## config.mk

```make
export PLATFORM = sky130hd
export DESIGN_NAME = smsp_core
export DESIGN_NICKNAME = d
export VERILOG_FILES = /design/src/inc/smsp_pkg.sv /design/src/verilog/smsp_core.sv
export SDC_FILE = /design/constraint.sdc
export NUM_CORES = 1
export LEC_CHECK = 0
export ABC_AREA = 1
export BUFFER_PORTS_ARGS = -buffer_cell sky130_fd_sc_hd__buf_2
export CORE_UTILIZATION = 35
export CTS_BUF_LIST = sky130_fd_sc_hd__clkbuf_16
export CTS_CLUSTER_DIAMETER = 200
export CTS_CLUSTER_SIZE = 40
export DETAILED_ROUTE_END_ITERATION = 16
export PLACE_DENSITY = 0.56
export SLEW_MARGIN = 20
export SYNTH_ARGS = -nofsm -noshare
export SYNTH_HDL_FRONTEND = slang
export SYNTH_SLANG_ARGS = --single-unit
```

## constraint.sdc

```tcl
create_clock -name i_sys_clk -period 8.55 [get_ports i_sys_clk]
set_clock_uncertainty 0.2 [all_clocks]
set_input_delay 2.565 -clock i_sys_clk [delete_from_list [all_inputs] [get_ports i_sys_clk]]
set_output_delay 2.565 -clock i_sys_clk [all_outputs]
set_load 0.01 [all_outputs]
```

## src/inc/smsp_pkg.sv

```systemverilog
// package for the serial master/slave port: timing constants, config struct, fifo depth
// assumes a 100 MHz system clock
package smsp_pkg;
    localparam int          SYS_CLK_MHZ     = 100;
    localparam int          SYS_CLK_HZ      = SYS_CLK_MHZ * 1000000;
    localparam int          SLAVE_MIN_RATIO = 4;
    localparam int          SYNC_STAGES     = 2;
    localparam int          FIFO_DEPTH      = 4;
    localparam int          DATA_W          = 16;
    localparam logic [4:0]  BITS_8          = 5'h08;
    localparam logic [4:0]  BITS_16         = 5'h10;
    localparam logic [7:0]  DIV_RST         = 8'h00;
    localparam logic [15:0] DATA_RST        = 16'h0000;

    typedef struct packed {
        logic       irq_enable_all;
        logic       select_polarity;
        logic       char_length_sel;
        logic       sample_edge_select;
        logic       clock_idle_level;
        logic [7:0] clock_divide_ratio;
    } smsp_cfg_s;

    typedef struct packed {
        logic transfer_active;
        logic done_flag;
        logic overrun_flag;
        logic collision_flag;
        logic fault_flag;
    } smsp_stat_s;

    typedef struct packed {
        logic fault;
        logic collision;
        logic overrun;
        logic done;
    } smsp_clr_s;
endpackage : smsp_pkg

```

## src/verilog/smsp_core.sv

```systemverilog
// serial master/slave port with receive fifo and double-buffered read data
// assumes software-side ports on i_sys_clk; serial pins asynchronous, synchronised here
`timescale 1ns/1ps

// =====================================================================
// fifo
module smsp_fifo #(
    parameter int WIDTH = 16,
    parameter int DEPTH = 4
) (
    input  wire logic             i_sys_clk,
    input  wire logic             i_rst_n,
    input  wire logic             i_in_valid,
    output logic                  o_in_ready,
    input  wire logic [WIDTH-1:0] i_in_data,
    output logic                  o_out_valid,
    input  wire logic             i_out_ready,
    output logic      [WIDTH-1:0] o_out_data
);
    localparam int AW = $clog2(DEPTH);
    logic [WIDTH-1:0] mem [DEPTH];
    logic [AW-1:0]    wr_ptr;
    logic [AW-1:0]    rd_ptr;
    logic [AW:0]      count;
    wire              do_wr = i_in_valid && o_in_ready;
    wire              do_rd = o_out_valid && i_out_ready;

    assign o_in_ready  = (count != (AW+1)'(DEPTH));
    assign o_out_valid = (count != '0);
    assign o_out_data  = mem[rd_ptr];

    always_ff @(posedge i_sys_clk or negedge i_rst_n)
    begin
        if (!i_rst_n)
        begin
            wr_ptr <= '0;
            rd_ptr <= '0;
            count  <= '0;
        end
        else
        begin
            if (do_wr)
                wr_ptr <= (wr_ptr == AW'(DEPTH-1)) ? '0 : wr_ptr + 1'b1;
            if (do_rd)
                rd_ptr <= (rd_ptr == AW'(DEPTH-1)) ? '0 : rd_ptr + 1'b1;
            count <= count + (AW+1)'(do_wr) - (AW+1)'(do_rd);
        end
    end

    always_ff @(posedge i_sys_clk)
    begin
        if (do_wr)
            mem[wr_ptr] <= i_in_data;
    end
endmodule : smsp_fifo

// =====================================================================
// port core
// Notes on behaviour
// - nothing happens until module_on is set
// - master clock at most half system clock; slave at most a quarter
// - each completed character copied into the read buffer
// - data writes load shift register; reads return receive buffer
// - master drives mosi and clock; slave drives miso only when selected
// - clock_idle_level sets idle level and active edge of shift clock
// - sample_edge_select 1 samples on inactive edge, 0 on active edge
// - select_polarity chooses select active level, 0 low, 1 high
// - characters are 8 or 16 bits by char_length_sel
// - 8-bit characters use the low byte, right-justified
// - master clock is system clock over two times (divider plus one)
// - power-management request ignored while transfer_active
// - in power mode with switchback, master write or slave select triggers switchback
// - all port clocks stop in stop mode
// - master with fault detect sees asserted select as mode fault
// - mode fault clears controller_mode and module_on, sets fault_flag
// - fault_flag sticky; software setting it also requests interrupt
// - without fault detect select only blocks setting controller_mode
// - completion with receive fifo full overwrites read data and sets overrun_flag
// - write during transfer discarded, sets collision_flag in both modes
// - master write starts transfer, msb first out, lsb end in
// - transfer_active during transfer; at end buffer load and done_flag
// - slave select loss mid-character aborts without load or done
// - irq_enable_all gates fault, collision, overrun, done interrupts
module smsp_core #(
    parameter int DEPTH = smsp_pkg::FIFO_DEPTH
) (
    input  wire logic                i_sys_clk,
    input  wire logic                i_rst_n,
    input  wire logic                i_stop_mode,
    input  wire logic                i_module_on_set,
    input  wire logic                i_module_on_clr,
    input  wire logic                i_master_set,
    input  wire logic                i_master_clr,
    input  wire logic                i_fault_detect_on,
    input  wire smsp_pkg::smsp_cfg_s i_cfg,
    input  wire logic                i_data_wr,
    input  wire logic [15:0]         i_data_wdata,
    input  wire logic                i_data_rd,
    output logic      [15:0]         o_data_rdata,
    output logic                     o_rx_valid,
    input  wire smsp_pkg::smsp_clr_s i_flag_clr,
    input  wire logic                i_fault_flag_set,
    input  wire logic                i_pm_request,
    input  wire logic                i_pm_exit,
    input  wire logic                i_switchback_enable,
    output logic                     o_power_manage_mode,
    output logic                     o_switchback,
    output smsp_pkg::smsp_stat_s     o_stat,
    output logic                     o_module_on,
    output logic                     o_controller_mode,
    output logic                     o_irq,
    output logic                     o_sck_out,
    output logic                     o_sck_oe,
    input  wire logic                i_sck_in,
    output logic                     o_mosi_out,
    output logic                     o_mosi_oe,
    input  wire logic                i_mosi_in,
    output logic                     o_miso_out,
    output logic                     o_miso_oe,
    input  wire logic                i_miso_in,
    input  wire logic                i_select_in
);
    typedef enum logic [1:0] {ST_IDLE, ST_LEAD, ST_TRAIL} smsp_state_e;

    // =================================================================
    // pin synchronisers (primed flag, sck, mosi, miso, select)
    logic [4:0] sync1;
    logic [4:0] sync2;
    always_ff @(posedge i_sys_clk or negedge i_rst_n)
    begin
        if (!i_rst_n)
        begin
            sync1 <= 5'h00;
            sync2 <= 5'h00;
        end
        else if (!i_stop_mode)
        begin
            sync1 <= {1'b1, i_sck_in, i_mosi_in, i_miso_in, i_select_in};
            sync2 <= sync1;
        end
    end
    wire s_sck  = sync2[3];
    wire s_mosi = sync2[2];
    wire s_miso = sync2[1];
    wire s_sel  = sync2[0];

    // =================================================================
    // state
    logic        module_on;
    logic        master;
    smsp_state_e state;
    logic [7:0]  div_cnt;
    logic [4:0]  bit_cnt;
    logic [15:0] shreg;
    logic        sck_q;
    logic        sck_prev;
    logic [15:0] rxsh;
    logic [1:0]  smp_d, fin_d;
    logic        pmm;
    logic        done_flag;
    logic        overrun_flag;
    logic        collision_flag;
    logic        fault_flag;
    logic        prev_sel_act;

    wire        run        = module_on && !i_stop_mode;
    wire        sel_act    = sync2[4] && (s_sel ^ !i_cfg.select_polarity);
    wire        busy       = (state != ST_IDLE) || (fin_d != 2'h0);
    wire [4:0]  nbits      = i_cfg.char_length_sel ? smsp_pkg::BITS_16 : smsp_pkg::BITS_8;
    wire        msb_out    = i_cfg.char_length_sel ? shreg[15] : shreg[7];
    wire        mode_fault = run && master && i_fault_detect_on && sel_act;
    wire        wr_ok      = i_data_wr && !busy && run;
    wire        collide    = i_data_wr && busy;
    wire        div_tick   = run && master && busy && (div_cnt == i_cfg.clock_divide_ratio);
    // slave clock edges after synchronising; leading edge leaves idle level
    wire        s_lead     = run && !master && sel_act && (s_sck != sck_prev)
                             && (s_sck != i_cfg.clock_idle_level);
    wire        s_trail    = run && !master && sel_act && (s_sck != sck_prev)
                             && (s_sck == i_cfg.clock_idle_level);
    wire        lead_ev    = master ? (div_tick && state == ST_LEAD) : s_lead;
    wire        trail_ev   = master ? (div_tick && state == ST_TRAIL) : s_trail;
    wire        sample_ev  = i_cfg.sample_edge_select ? trail_ev : lead_ev;
    wire        shift_ev   = i_cfg.sample_edge_select ? lead_ev : trail_ev;
    wire        in_bit     = master ? s_miso : s_mosi;
    wire        last_bit   = (bit_cnt == nbits - 5'h01);
    wire        finish     = busy && trail_ev && last_bit;
    wire        abort      = busy && !master && !sel_act;
    // master sees miso two clocks late through the synchroniser, so capture and completion wait
    wire        cap_ev     = master ? smp_d[1] : sample_ev;
    wire        complete   = run && (master ? fin_d[1] : finish);
    wire [15:0] rx_next    = cap_ev ? {rxsh[14:0], in_bit} : rxsh;
    wire [15:0] rx_word    = i_cfg.char_length_sel ? rx_next : {8'h00, rx_next[7:0]};
    wire        fifo_ready;
    wire        fifo_valid;
    wire [15:0] fifo_data;
    wire        pop        = i_data_rd && fifo_valid;
    wire        overrun    = complete && !fifo_ready;

    // =================================================================
    // control bits
    always_ff @(posedge i_sys_clk or negedge i_rst_n)
    begin
        if (!i_rst_n)
        begin
            module_on <= 1'b0;
            master    <= 1'b0;
        end
        else if (mode_fault)
        begin
            module_on <= 1'b0;
            master    <= 1'b0;
        end
        else
        begin
            module_on <= i_module_on_set | (module_on & !i_module_on_clr);
            master    <= (i_master_set & !sel_act) | (master & !i_master_clr);
        end
    end

    // =================================================================
    // shift engine
    always_ff @(posedge i_sys_clk or negedge i_rst_n)
    begin
        if (!i_rst_n)
        begin
            state    <= ST_IDLE;
            div_cnt  <= smsp_pkg::DIV_RST;
            bit_cnt  <= 5'h00;
            shreg    <= smsp_pkg::DATA_RST;
            sck_q    <= 1'b0;
            sck_prev <= 1'b0;
            rxsh     <= smsp_pkg::DATA_RST;
            {smp_d, fin_d} <= 4'h0;
        end
        else
        begin
            sck_prev <= s_sck;
            {smp_d, fin_d} <= run ? {smp_d[0], sample_ev && master, fin_d[0], finish && master} : 4'h0;
            if (wr_ok)
                shreg <= i_data_wdata;
            div_cnt <= (!run || !busy || div_tick) ? smsp_pkg::DIV_RST : div_cnt + 8'h01;
            if (!run || abort)
            begin
                state   <= ST_IDLE;
                bit_cnt <= 5'h00;
                sck_q   <= i_cfg.clock_idle_level;
            end
            else
            begin
                case (state)
                    ST_IDLE:
                    begin
                        sck_q   <= i_cfg.clock_idle_level;
                        bit_cnt <= 5'h00;
                        if ((wr_ok && master) || (!master && sel_act))
                            state <= ST_LEAD;
                    end
                    ST_LEAD:
                    begin
                        if (lead_ev)
                        begin
                            sck_q <= !i_cfg.clock_idle_level;
                            state <= ST_TRAIL;
                        end
                    end
                    ST_TRAIL:
                    begin
                        if (trail_ev)
                        begin
                            sck_q   <= i_cfg.clock_idle_level;
                            bit_cnt <= bit_cnt + 5'h01;
                            state   <= last_bit ? ST_IDLE : ST_LEAD;
                        end
                    end
                    default:
                        state <= ST_IDLE;
                endcase
                if (cap_ev)
                    rxsh <= rx_next;
                if (shift_ev && !(lead_ev && bit_cnt == 5'h00 && i_cfg.sample_edge_select))
                    shreg <= {shreg[14:0], 1'b0};
                if (complete)
                    shreg <= rx_word;
            end
        end
    end

    // =================================================================
    // receive buffer
    smsp_fifo #(
        .WIDTH (smsp_pkg::DATA_W),
        .DEPTH (DEPTH)
    ) u_rx_fifo (
        .i_sys_clk   (i_sys_clk),
        .i_rst_n     (i_rst_n),
        .i_in_valid  (complete && fifo_ready),
        .o_in_ready  (fifo_ready),
        .i_in_data   (rx_word),
        .o_out_valid (fifo_valid),
        .i_out_ready (i_data_rd),
        .o_out_data  (fifo_data)
    );

    always_ff @(posedge i_sys_clk or negedge i_rst_n)
    begin
        if (!i_rst_n)
            o_data_rdata <= smsp_pkg::DATA_RST;
        else if (pop)
            o_data_rdata <= fifo_data;
        else if (overrun)
            o_data_rdata <= rx_word;
    end

    // =================================================================
    // flags, set wins over clear
    always_ff @(posedge i_sys_clk or negedge i_rst_n)
    begin
        if (!i_rst_n)
        begin
            done_flag      <= 1'b0;
            overrun_flag   <= 1'b0;
            collision_flag <= 1'b0;
            fault_flag     <= 1'b0;
            pmm            <= 1'b0;
            prev_sel_act   <= 1'b0;
        end
        else
        begin
            prev_sel_act   <= sel_act;
            done_flag      <= complete | (done_flag & !i_flag_clr.done);
            overrun_flag   <= overrun | (overrun_flag & !i_flag_clr.overrun);
            collision_flag <= collide | (collision_flag & !i_flag_clr.collision);
            fault_flag     <= mode_fault | i_fault_flag_set | (fault_flag & !i_flag_clr.fault);
            if (i_pm_request && !busy)
                pmm <= 1'b1;
            else if (i_pm_exit || o_switchback)
                pmm <= 1'b0;
        end
    end

    // =================================================================
    // outputs
    wire sb_src = (master && i_data_wr) || (!master && sel_act && !prev_sel_act);
    assign o_switchback        = pmm && i_switchback_enable && run && sb_src;
    assign o_power_manage_mode = pmm;
    assign o_irq = i_cfg.irq_enable_all &&
                   (fault_flag | collision_flag | overrun_flag | done_flag);
    assign o_stat      = '{transfer_active: busy, done_flag: done_flag, overrun_flag: overrun_flag,
                           collision_flag: collision_flag, fault_flag: fault_flag};
    assign o_module_on       = module_on;
    assign o_controller_mode = master;
    assign o_rx_valid        = fifo_valid;
    assign o_sck_out   = run && master ? sck_q : i_cfg.clock_idle_level;
    assign o_sck_oe    = run && master;
    assign o_mosi_out  = run && master && busy && msb_out;
    assign o_mosi_oe   = run && master;
    assign o_miso_out  = run && !master && sel_act && msb_out;
    assign o_miso_oe   = run && !master && sel_act;

    // =================================================================
    // checks
    a_fault_clears_mode: assert property (@(posedge i_sys_clk) disable iff (!i_rst_n)
        mode_fault |=> !module_on && !master && fault_flag)
        else $error("mode fault did not disable port");
    a_collision_sets: assert property (@(posedge i_sys_clk) disable iff (!i_rst_n)
        collide |=> collision_flag)
        else $error("collision flag not set");
    a_collision_keep: assert property (@(posedge i_sys_clk) disable iff (!i_rst_n)
        collide && !shift_ev && !complete |=> $stable(shreg))
        else $error("collision disturbed transfer");
    a_done_on_finish: assert property (@(posedge i_sys_clk) disable iff (!i_rst_n)
        complete |=> done_flag && !busy)
        else $error("done flag missing after transfer");
    a_overrun_sets: assert property (@(posedge i_sys_clk) disable iff (!i_rst_n)
        overrun |=> overrun_flag && o_data_rdata == $past(rx_word))
        else $error("overrun not reported");
    a_off_quiet: assert property (@(posedge i_sys_clk) disable iff (!i_rst_n)
        !run |-> !o_mosi_oe && !o_miso_oe && !o_sck_oe)
        else $error("outputs driven while off");
    a_abort_no_done: assert property (@(posedge i_sys_clk) disable iff (!i_rst_n)
        abort && !finish && !done_flag && !i_fault_flag_set |=> !done_flag)
        else $error("abort set done flag");
    a_miso_select: assert property (@(posedge i_sys_clk) disable iff (!i_rst_n)
        o_miso_oe |-> !master && sel_act)
        else $error("miso driven while unselected");
    a_irq_gate: assert property (@(posedge i_sys_clk) disable iff (!i_rst_n)
        !i_cfg.irq_enable_all |-> !o_irq)
        else $error("interrupt not gated");
    a_pm_ignored: assert property (@(posedge i_sys_clk) disable iff (!i_rst_n)
        i_pm_request && busy && !pmm |=> !pmm)
        else $error("power mode entered while busy");
    c_master_xfer: cover property (@(posedge i_sys_clk) disable iff (!i_rst_n) finish && master);
    c_slave_xfer: cover property (@(posedge i_sys_clk) disable iff (!i_rst_n) finish && !master);
    c_slave_abort: cover property (@(posedge i_sys_clk) disable iff (!i_rst_n) abort);
    c_mode_fault: cover property (@(posedge i_sys_clk) disable iff (!i_rst_n) mode_fault);
endmodule : smsp_core

```

Word-level counts from Yosys, hierarchy flattened
Memory sizes are Yosys's and may differ from the RTL's.
Index checks and enable logic that the tools add are counted.
Word-level totals
  register bits after elaboration: 94
  bits in writable memories: 64
  output and inout port bits: 33
  memories: 1
Memory list
  u_rx_fifo.mem: depth 4, bits a word 16, rd ports 1, clocked after Yosys merged registers in 0, wr ports 1, line smsp_core.sv:21  | logic [WIDTH-1:0] mem [DEPTH];
Operators by class
  add/subtract/negate cells: 7
  equal/unequal tests: 13
  muxes and demuxes: 41
  bitwise operators: 19
  reductions and logical operators: 78
Operators with widths (number)
  2-to-1 mux 16 bit: 8
  logical AND 1 bit: 42
  2-to-1 mux 1 bit: 19
  logical NOT 1 bit: 16
  2-to-1 mux 5 bit: 3
  2-to-1 mux 2 bit: 6
  bitwise OR 1 bit: 10
  case mux 5 bit (2 select lines): 1
  adder 8 x 1 -> 8 bit, second input constant: 1
  equality test 8 bit: 1
  2-to-1 mux 8 bit: 1
  nonzero test 2 bit: 4
  AND 1 bit: 7
  logical OR 1 bit: 7
  equality test 2 bit, second input constant: 3
  inequality test 3 x 2 -> 1 bit, second input constant: 2
  inequality test 3 bit, second input constant: 2
  case mux 2 bit (3 select lines): 1
  AND reduction 3 bit: 2
  nonzero test 3 bit: 2
  adder 5 x 1 -> 5 bit, second input constant: 1
  equality test 5 bit: 1
  logical NOT 5 bit: 1
  subtractor 5 x 1 -> 5 bit, second input constant: 1
  other kinds (13): 16

Depth between registers and ports, before layout
  depth in word-level cells: 15
  gate-level depth with buffers: 16

Hierarchy
From an unflattened synthesis, not the netlist that was laid out.
Second synthesis, totals
  cell total of the unflattened synthesis: 895
  area total of the unflattened synthesis: 8355.5 um^2
Modules (own cells, without submodules)
  smsp_core: times used 1, cells each 653, area an instance 5111.2 um^2, seq. area each 2177.1 um^2
  smsp_fifo: times used 1, cells each 242, area an instance 3244.4 um^2, seq. area each 2097.0 um^2

Least setup slack after synthesis
No wires, ideal clock.
  path type: in2out
  start: input i_cfg[11] in the netlist's numbering
  end: output o_switchback
  arrival time: 3514 ps
  required time: 5785 ps
  slack: 2271 ps
  stages: 7
  buffers on the path: 0
  path through: inv_1 nand2_1 nand3_1 nor2_1 inv_1 or2_2 a21oi_1
Between the ends
  word-level cells in the longest chain between the ends: 7
RTL lines
  start, declared: line smsp_core.sv:95  | input wire smsp_pkg::smsp_cfg_s i_cfg,
  logical NOT 1 bit: line smsp_core.sv:167  | wire sel_act = sync2[4] && (s_sel ^ !i_cfg.select_polarity);
  XOR 1 bit: line smsp_core.sv:167
  logical AND 1 bit: line smsp_core.sv:167
  logical AND 1 bit (2 in series): line smsp_core.sv:343  | wire sb_src = (master && i_data_wr) || (!master && sel_act && !prev_sel_act);
  logical OR 1 bit: line smsp_core.sv:343
  logical AND 1 bit: line smsp_core.sv:344  | assign o_switchback = pmm && i_switchback_enable && run && sb_src;
  end, declared: line smsp_core.sv:107  | output logic o_switchback,
Every way passes these cells.

Worst setup path in the final report
Same ends and word-level chain as after synthesis.

==> results.md <==
- Status: completed
- Fin. Hold Viols: 0
- Worst min path class: flip-flop to flip-flop
- Die ar.: approximately 0.023 mm2
- Non-filler cells, final: 1243
- Final setup viols: 0
- ANT cells: 0
- DRC: 0
- Global-route wire length before repair: 29900 um
- Fraction of layout cells with a size suffix above 1: 0.150
- Initial drt markers: approximately 370
- M1 WL: 8350 um
- PostCTS Resize Cnt: 0
- Unrepaired setup endpoints after global routing: false
- Max Clk Rate: between 100 and 150 MHz
- Count of cell types in the netlist: 42
- Hold_buf cts: 0
- CTS max path bufs: 2
- Row count: 54
- Die W: about 150 um
- Vias post-DR: 5933
- Highest metal used: met4
- Synth Flop Type: dfrtp_1
- Syn nets: 946
- Drt pass-1 iters: 5
- Final wirelength: around 19000 um
- Area Growth Syn to Fin: 16.6%
- Max cap viols: 0
- Worst-Skew Late Latency: 0.43 ns
- CTS sink count: between 150 and 200
- Filler Cell Count: about 2200
- Fin crit period: 6.70 ns
- Nets: around 1000
- Synth top area share: 0.304
- Initial antenna violation count: 0
- Setup_tns: 0 ns
- FF+latch count, synth: approximately 160
- Crit Path Class: input port to output pin
- Aggregate global routing overflow: 0
- Slew Limit Headroom: 0.290
- P per Cell Area: about 290 mW/mm2
- Port Buffers: a little over 80
- Vias in the first global route: 5686
- Fin util: 0.415
- # IOs: 84
- CTS root buf: clkbuf_16
- Die H: 151 um
- Max-slew violations: 0
- Arrival @ worst endpoint: between 3 and 4 ns
- Pin count of the biggest net entering global routing: 60
- Synth cell count leaders: nand2_1, inv_1, dfrtp_1, nand3_1, nor2_1
- Antenna Nets Post-Route: 0
- DR vias/cell: around 4.8
- Worst setup SP type: input port
- Post-CTS setup buffers: 0
- Top post-synthesis cells by area: dfrtp_1, edfxtp_1, nand2_1
- H-tree levels: 4
- Starting Density: 0.356
- R2r setup slk: 4.90 ns
- Cell count after placement: 1211
- Worst Path Required: slightly below 6 ns
- Final HPWL DP: roughly 13000 um
- Leak: about 4.2 nW
- Crit end category: output pin
- Post-synth top area cell: dfrtp_1
- Met3 WL: 872 um
- Num CTS Buffers: 17
- Post-synthesis cell count: just under 900
- Placer Congestion: 0.802
- Core area: between 0.02 and 0.025 mm2
- Cell with the most instances after synthesis: nand2_1
- CP max FO: 4
- CTS tree: done
- Clock slew at reported path FFs: 0.06 ns
- Crit share post-route: 0.783
- WL/cell: around 15 um
- Met2 WL: between 9000 and 10000 um
- Max IR drop VDD: approximately 150 uV
- Sequential share of the synthesized area: 0.552
- Ys async rst share: 0.595
- Syn_area_per_cell: approximately 9 um2
- Post-synth EDFFs: 64
- Yosys warns: 0
- Post-Syn Area: ~0.0077 mm2
- Worst slew pin tran: 1.07 ns
- GRT Total Usage: 0.173
## layout by cell type, fill, tap and decap left out, drive strengths merged, types with 2 or more instances in the layout
| cell | instances |
|---|---|
| a21oi | 20 |
| clkinv | 13 |
| xor2 | 4 |
| clkbuf | 17 |
| nand2 | 224 |
| or2 | 2 |
| buf | 87 |
| nand4 | 4 |
| xnor2 | 5 |
| ha | 15 |
| bufinv | 5 |
| o21ai | 84 |
| nor2 | 74 |
| inv | 114 |
| clkinvlp | 2 |
| dfrtp | 94 |
| o22ai | 16 |
| mux2i | 9 |
| nor3b | 3 |
| o31ai | 2 |
| nand3 | 87 |
| nor3 | 8 |
| edfxtp | 64 |
| a31oi | 2 |
| a211oi | 2 |
## power by group
group          internal [W]  switching (W)  leakage [nW]
clock              0.000523       0.000326         0.317
sequential         0.000938       0.000114          1.68
combinational      0.000246       0.000433          2.18
total               0.00171       0.000873          4.18
## area by class of cell
class / count / area (um2) / share of cell area
clock buffer: 17 / 425 / 0.0471
clock inverter: 15 / 230 / 0.0255
inverter: 119 / 447 / 0.0494
multi-input combinational: 567 / 2860 / 0.317
sequential: 158 / 4270 / 0.473
tap: 280 / 350 / 0.0388
timing repair buffer: 87 / 448 / 0.0496
## registers in the layout, summed over array words and instances (netlist names), 2 cells and up
signal            cells
div_cnt               8
u_rx_fifo.count       3
u_rx_fifo.wr_ptr      2
o_data_rdata         16
rxsh                 16
state                 2
sync2                 5
u_rx_fifo.rd_ptr      2
fin_d                 2
u_rx_fifo.mem        64
sync1                 5
bit_cnt               5
shreg                16
smp_d                 2
## routing by layer
| metal | vias to the layer above | global-route usage |
|---|---|---|
| met5 | - | 0 |
| li1 | 3020 | - |
| met4 | 0 | 0.0540 |
| met3 | 19 | 0.0334 |
| met1 | 2750 | 0.227 |
| met2 | 144 | 0.290 |
## cells by family after synthesis
kind of cell,synth area share
DFF,0.552
and+or+nand+nor,0.227
xor gates and xnor gates,0.0102
AOI/OAI and AO/OA,0.0924
adders and majority gates,0.0268
muxes,0.0116
buffers and inverters,0.0804
## per-stage QoR
step                total power, W  hold slack [ns]  setup slack [ns]  area (um2)
floorplan                  0.00153            0.211              2.27        7750
global placement           0.00174            0.222              1.86        8380
detailed placement         0.00175            0.232              1.84        8380
CTS                        0.00261            0.245              1.84        9030
global route               0.00276            0.298              1.71        9040
finish                     0.00258            0.246              1.85        9040
## worst max-delay path, cell delays in order
cell     delay [ns]
buf_2          0.10
nand2_1        0.06
nand3_1        0.18
nor2_1         0.21
inv_1          0.12
or2_2          0.29
a21oi_1        0.22
buf_2          0.18
## worst paths after layout
path                           start              endpoint  cells past startpoint
setup / recovery           i_cfg[11]          o_switchback                      8
hold / removal              sync1[4]              sync1[4]                      2
setup reg to reg            state[0]  u_rx_fifo.mem[3][10]                     13
hold reg to reg             sync1[4]              sync1[4]                      2
max in group asynchronous    i_rst_n              rxsh[12]                      2
min in group asynchronous    i_rst_n       o_data_rdata[6]                      1
Note: power is estimated with default switching activity, not from simulation.
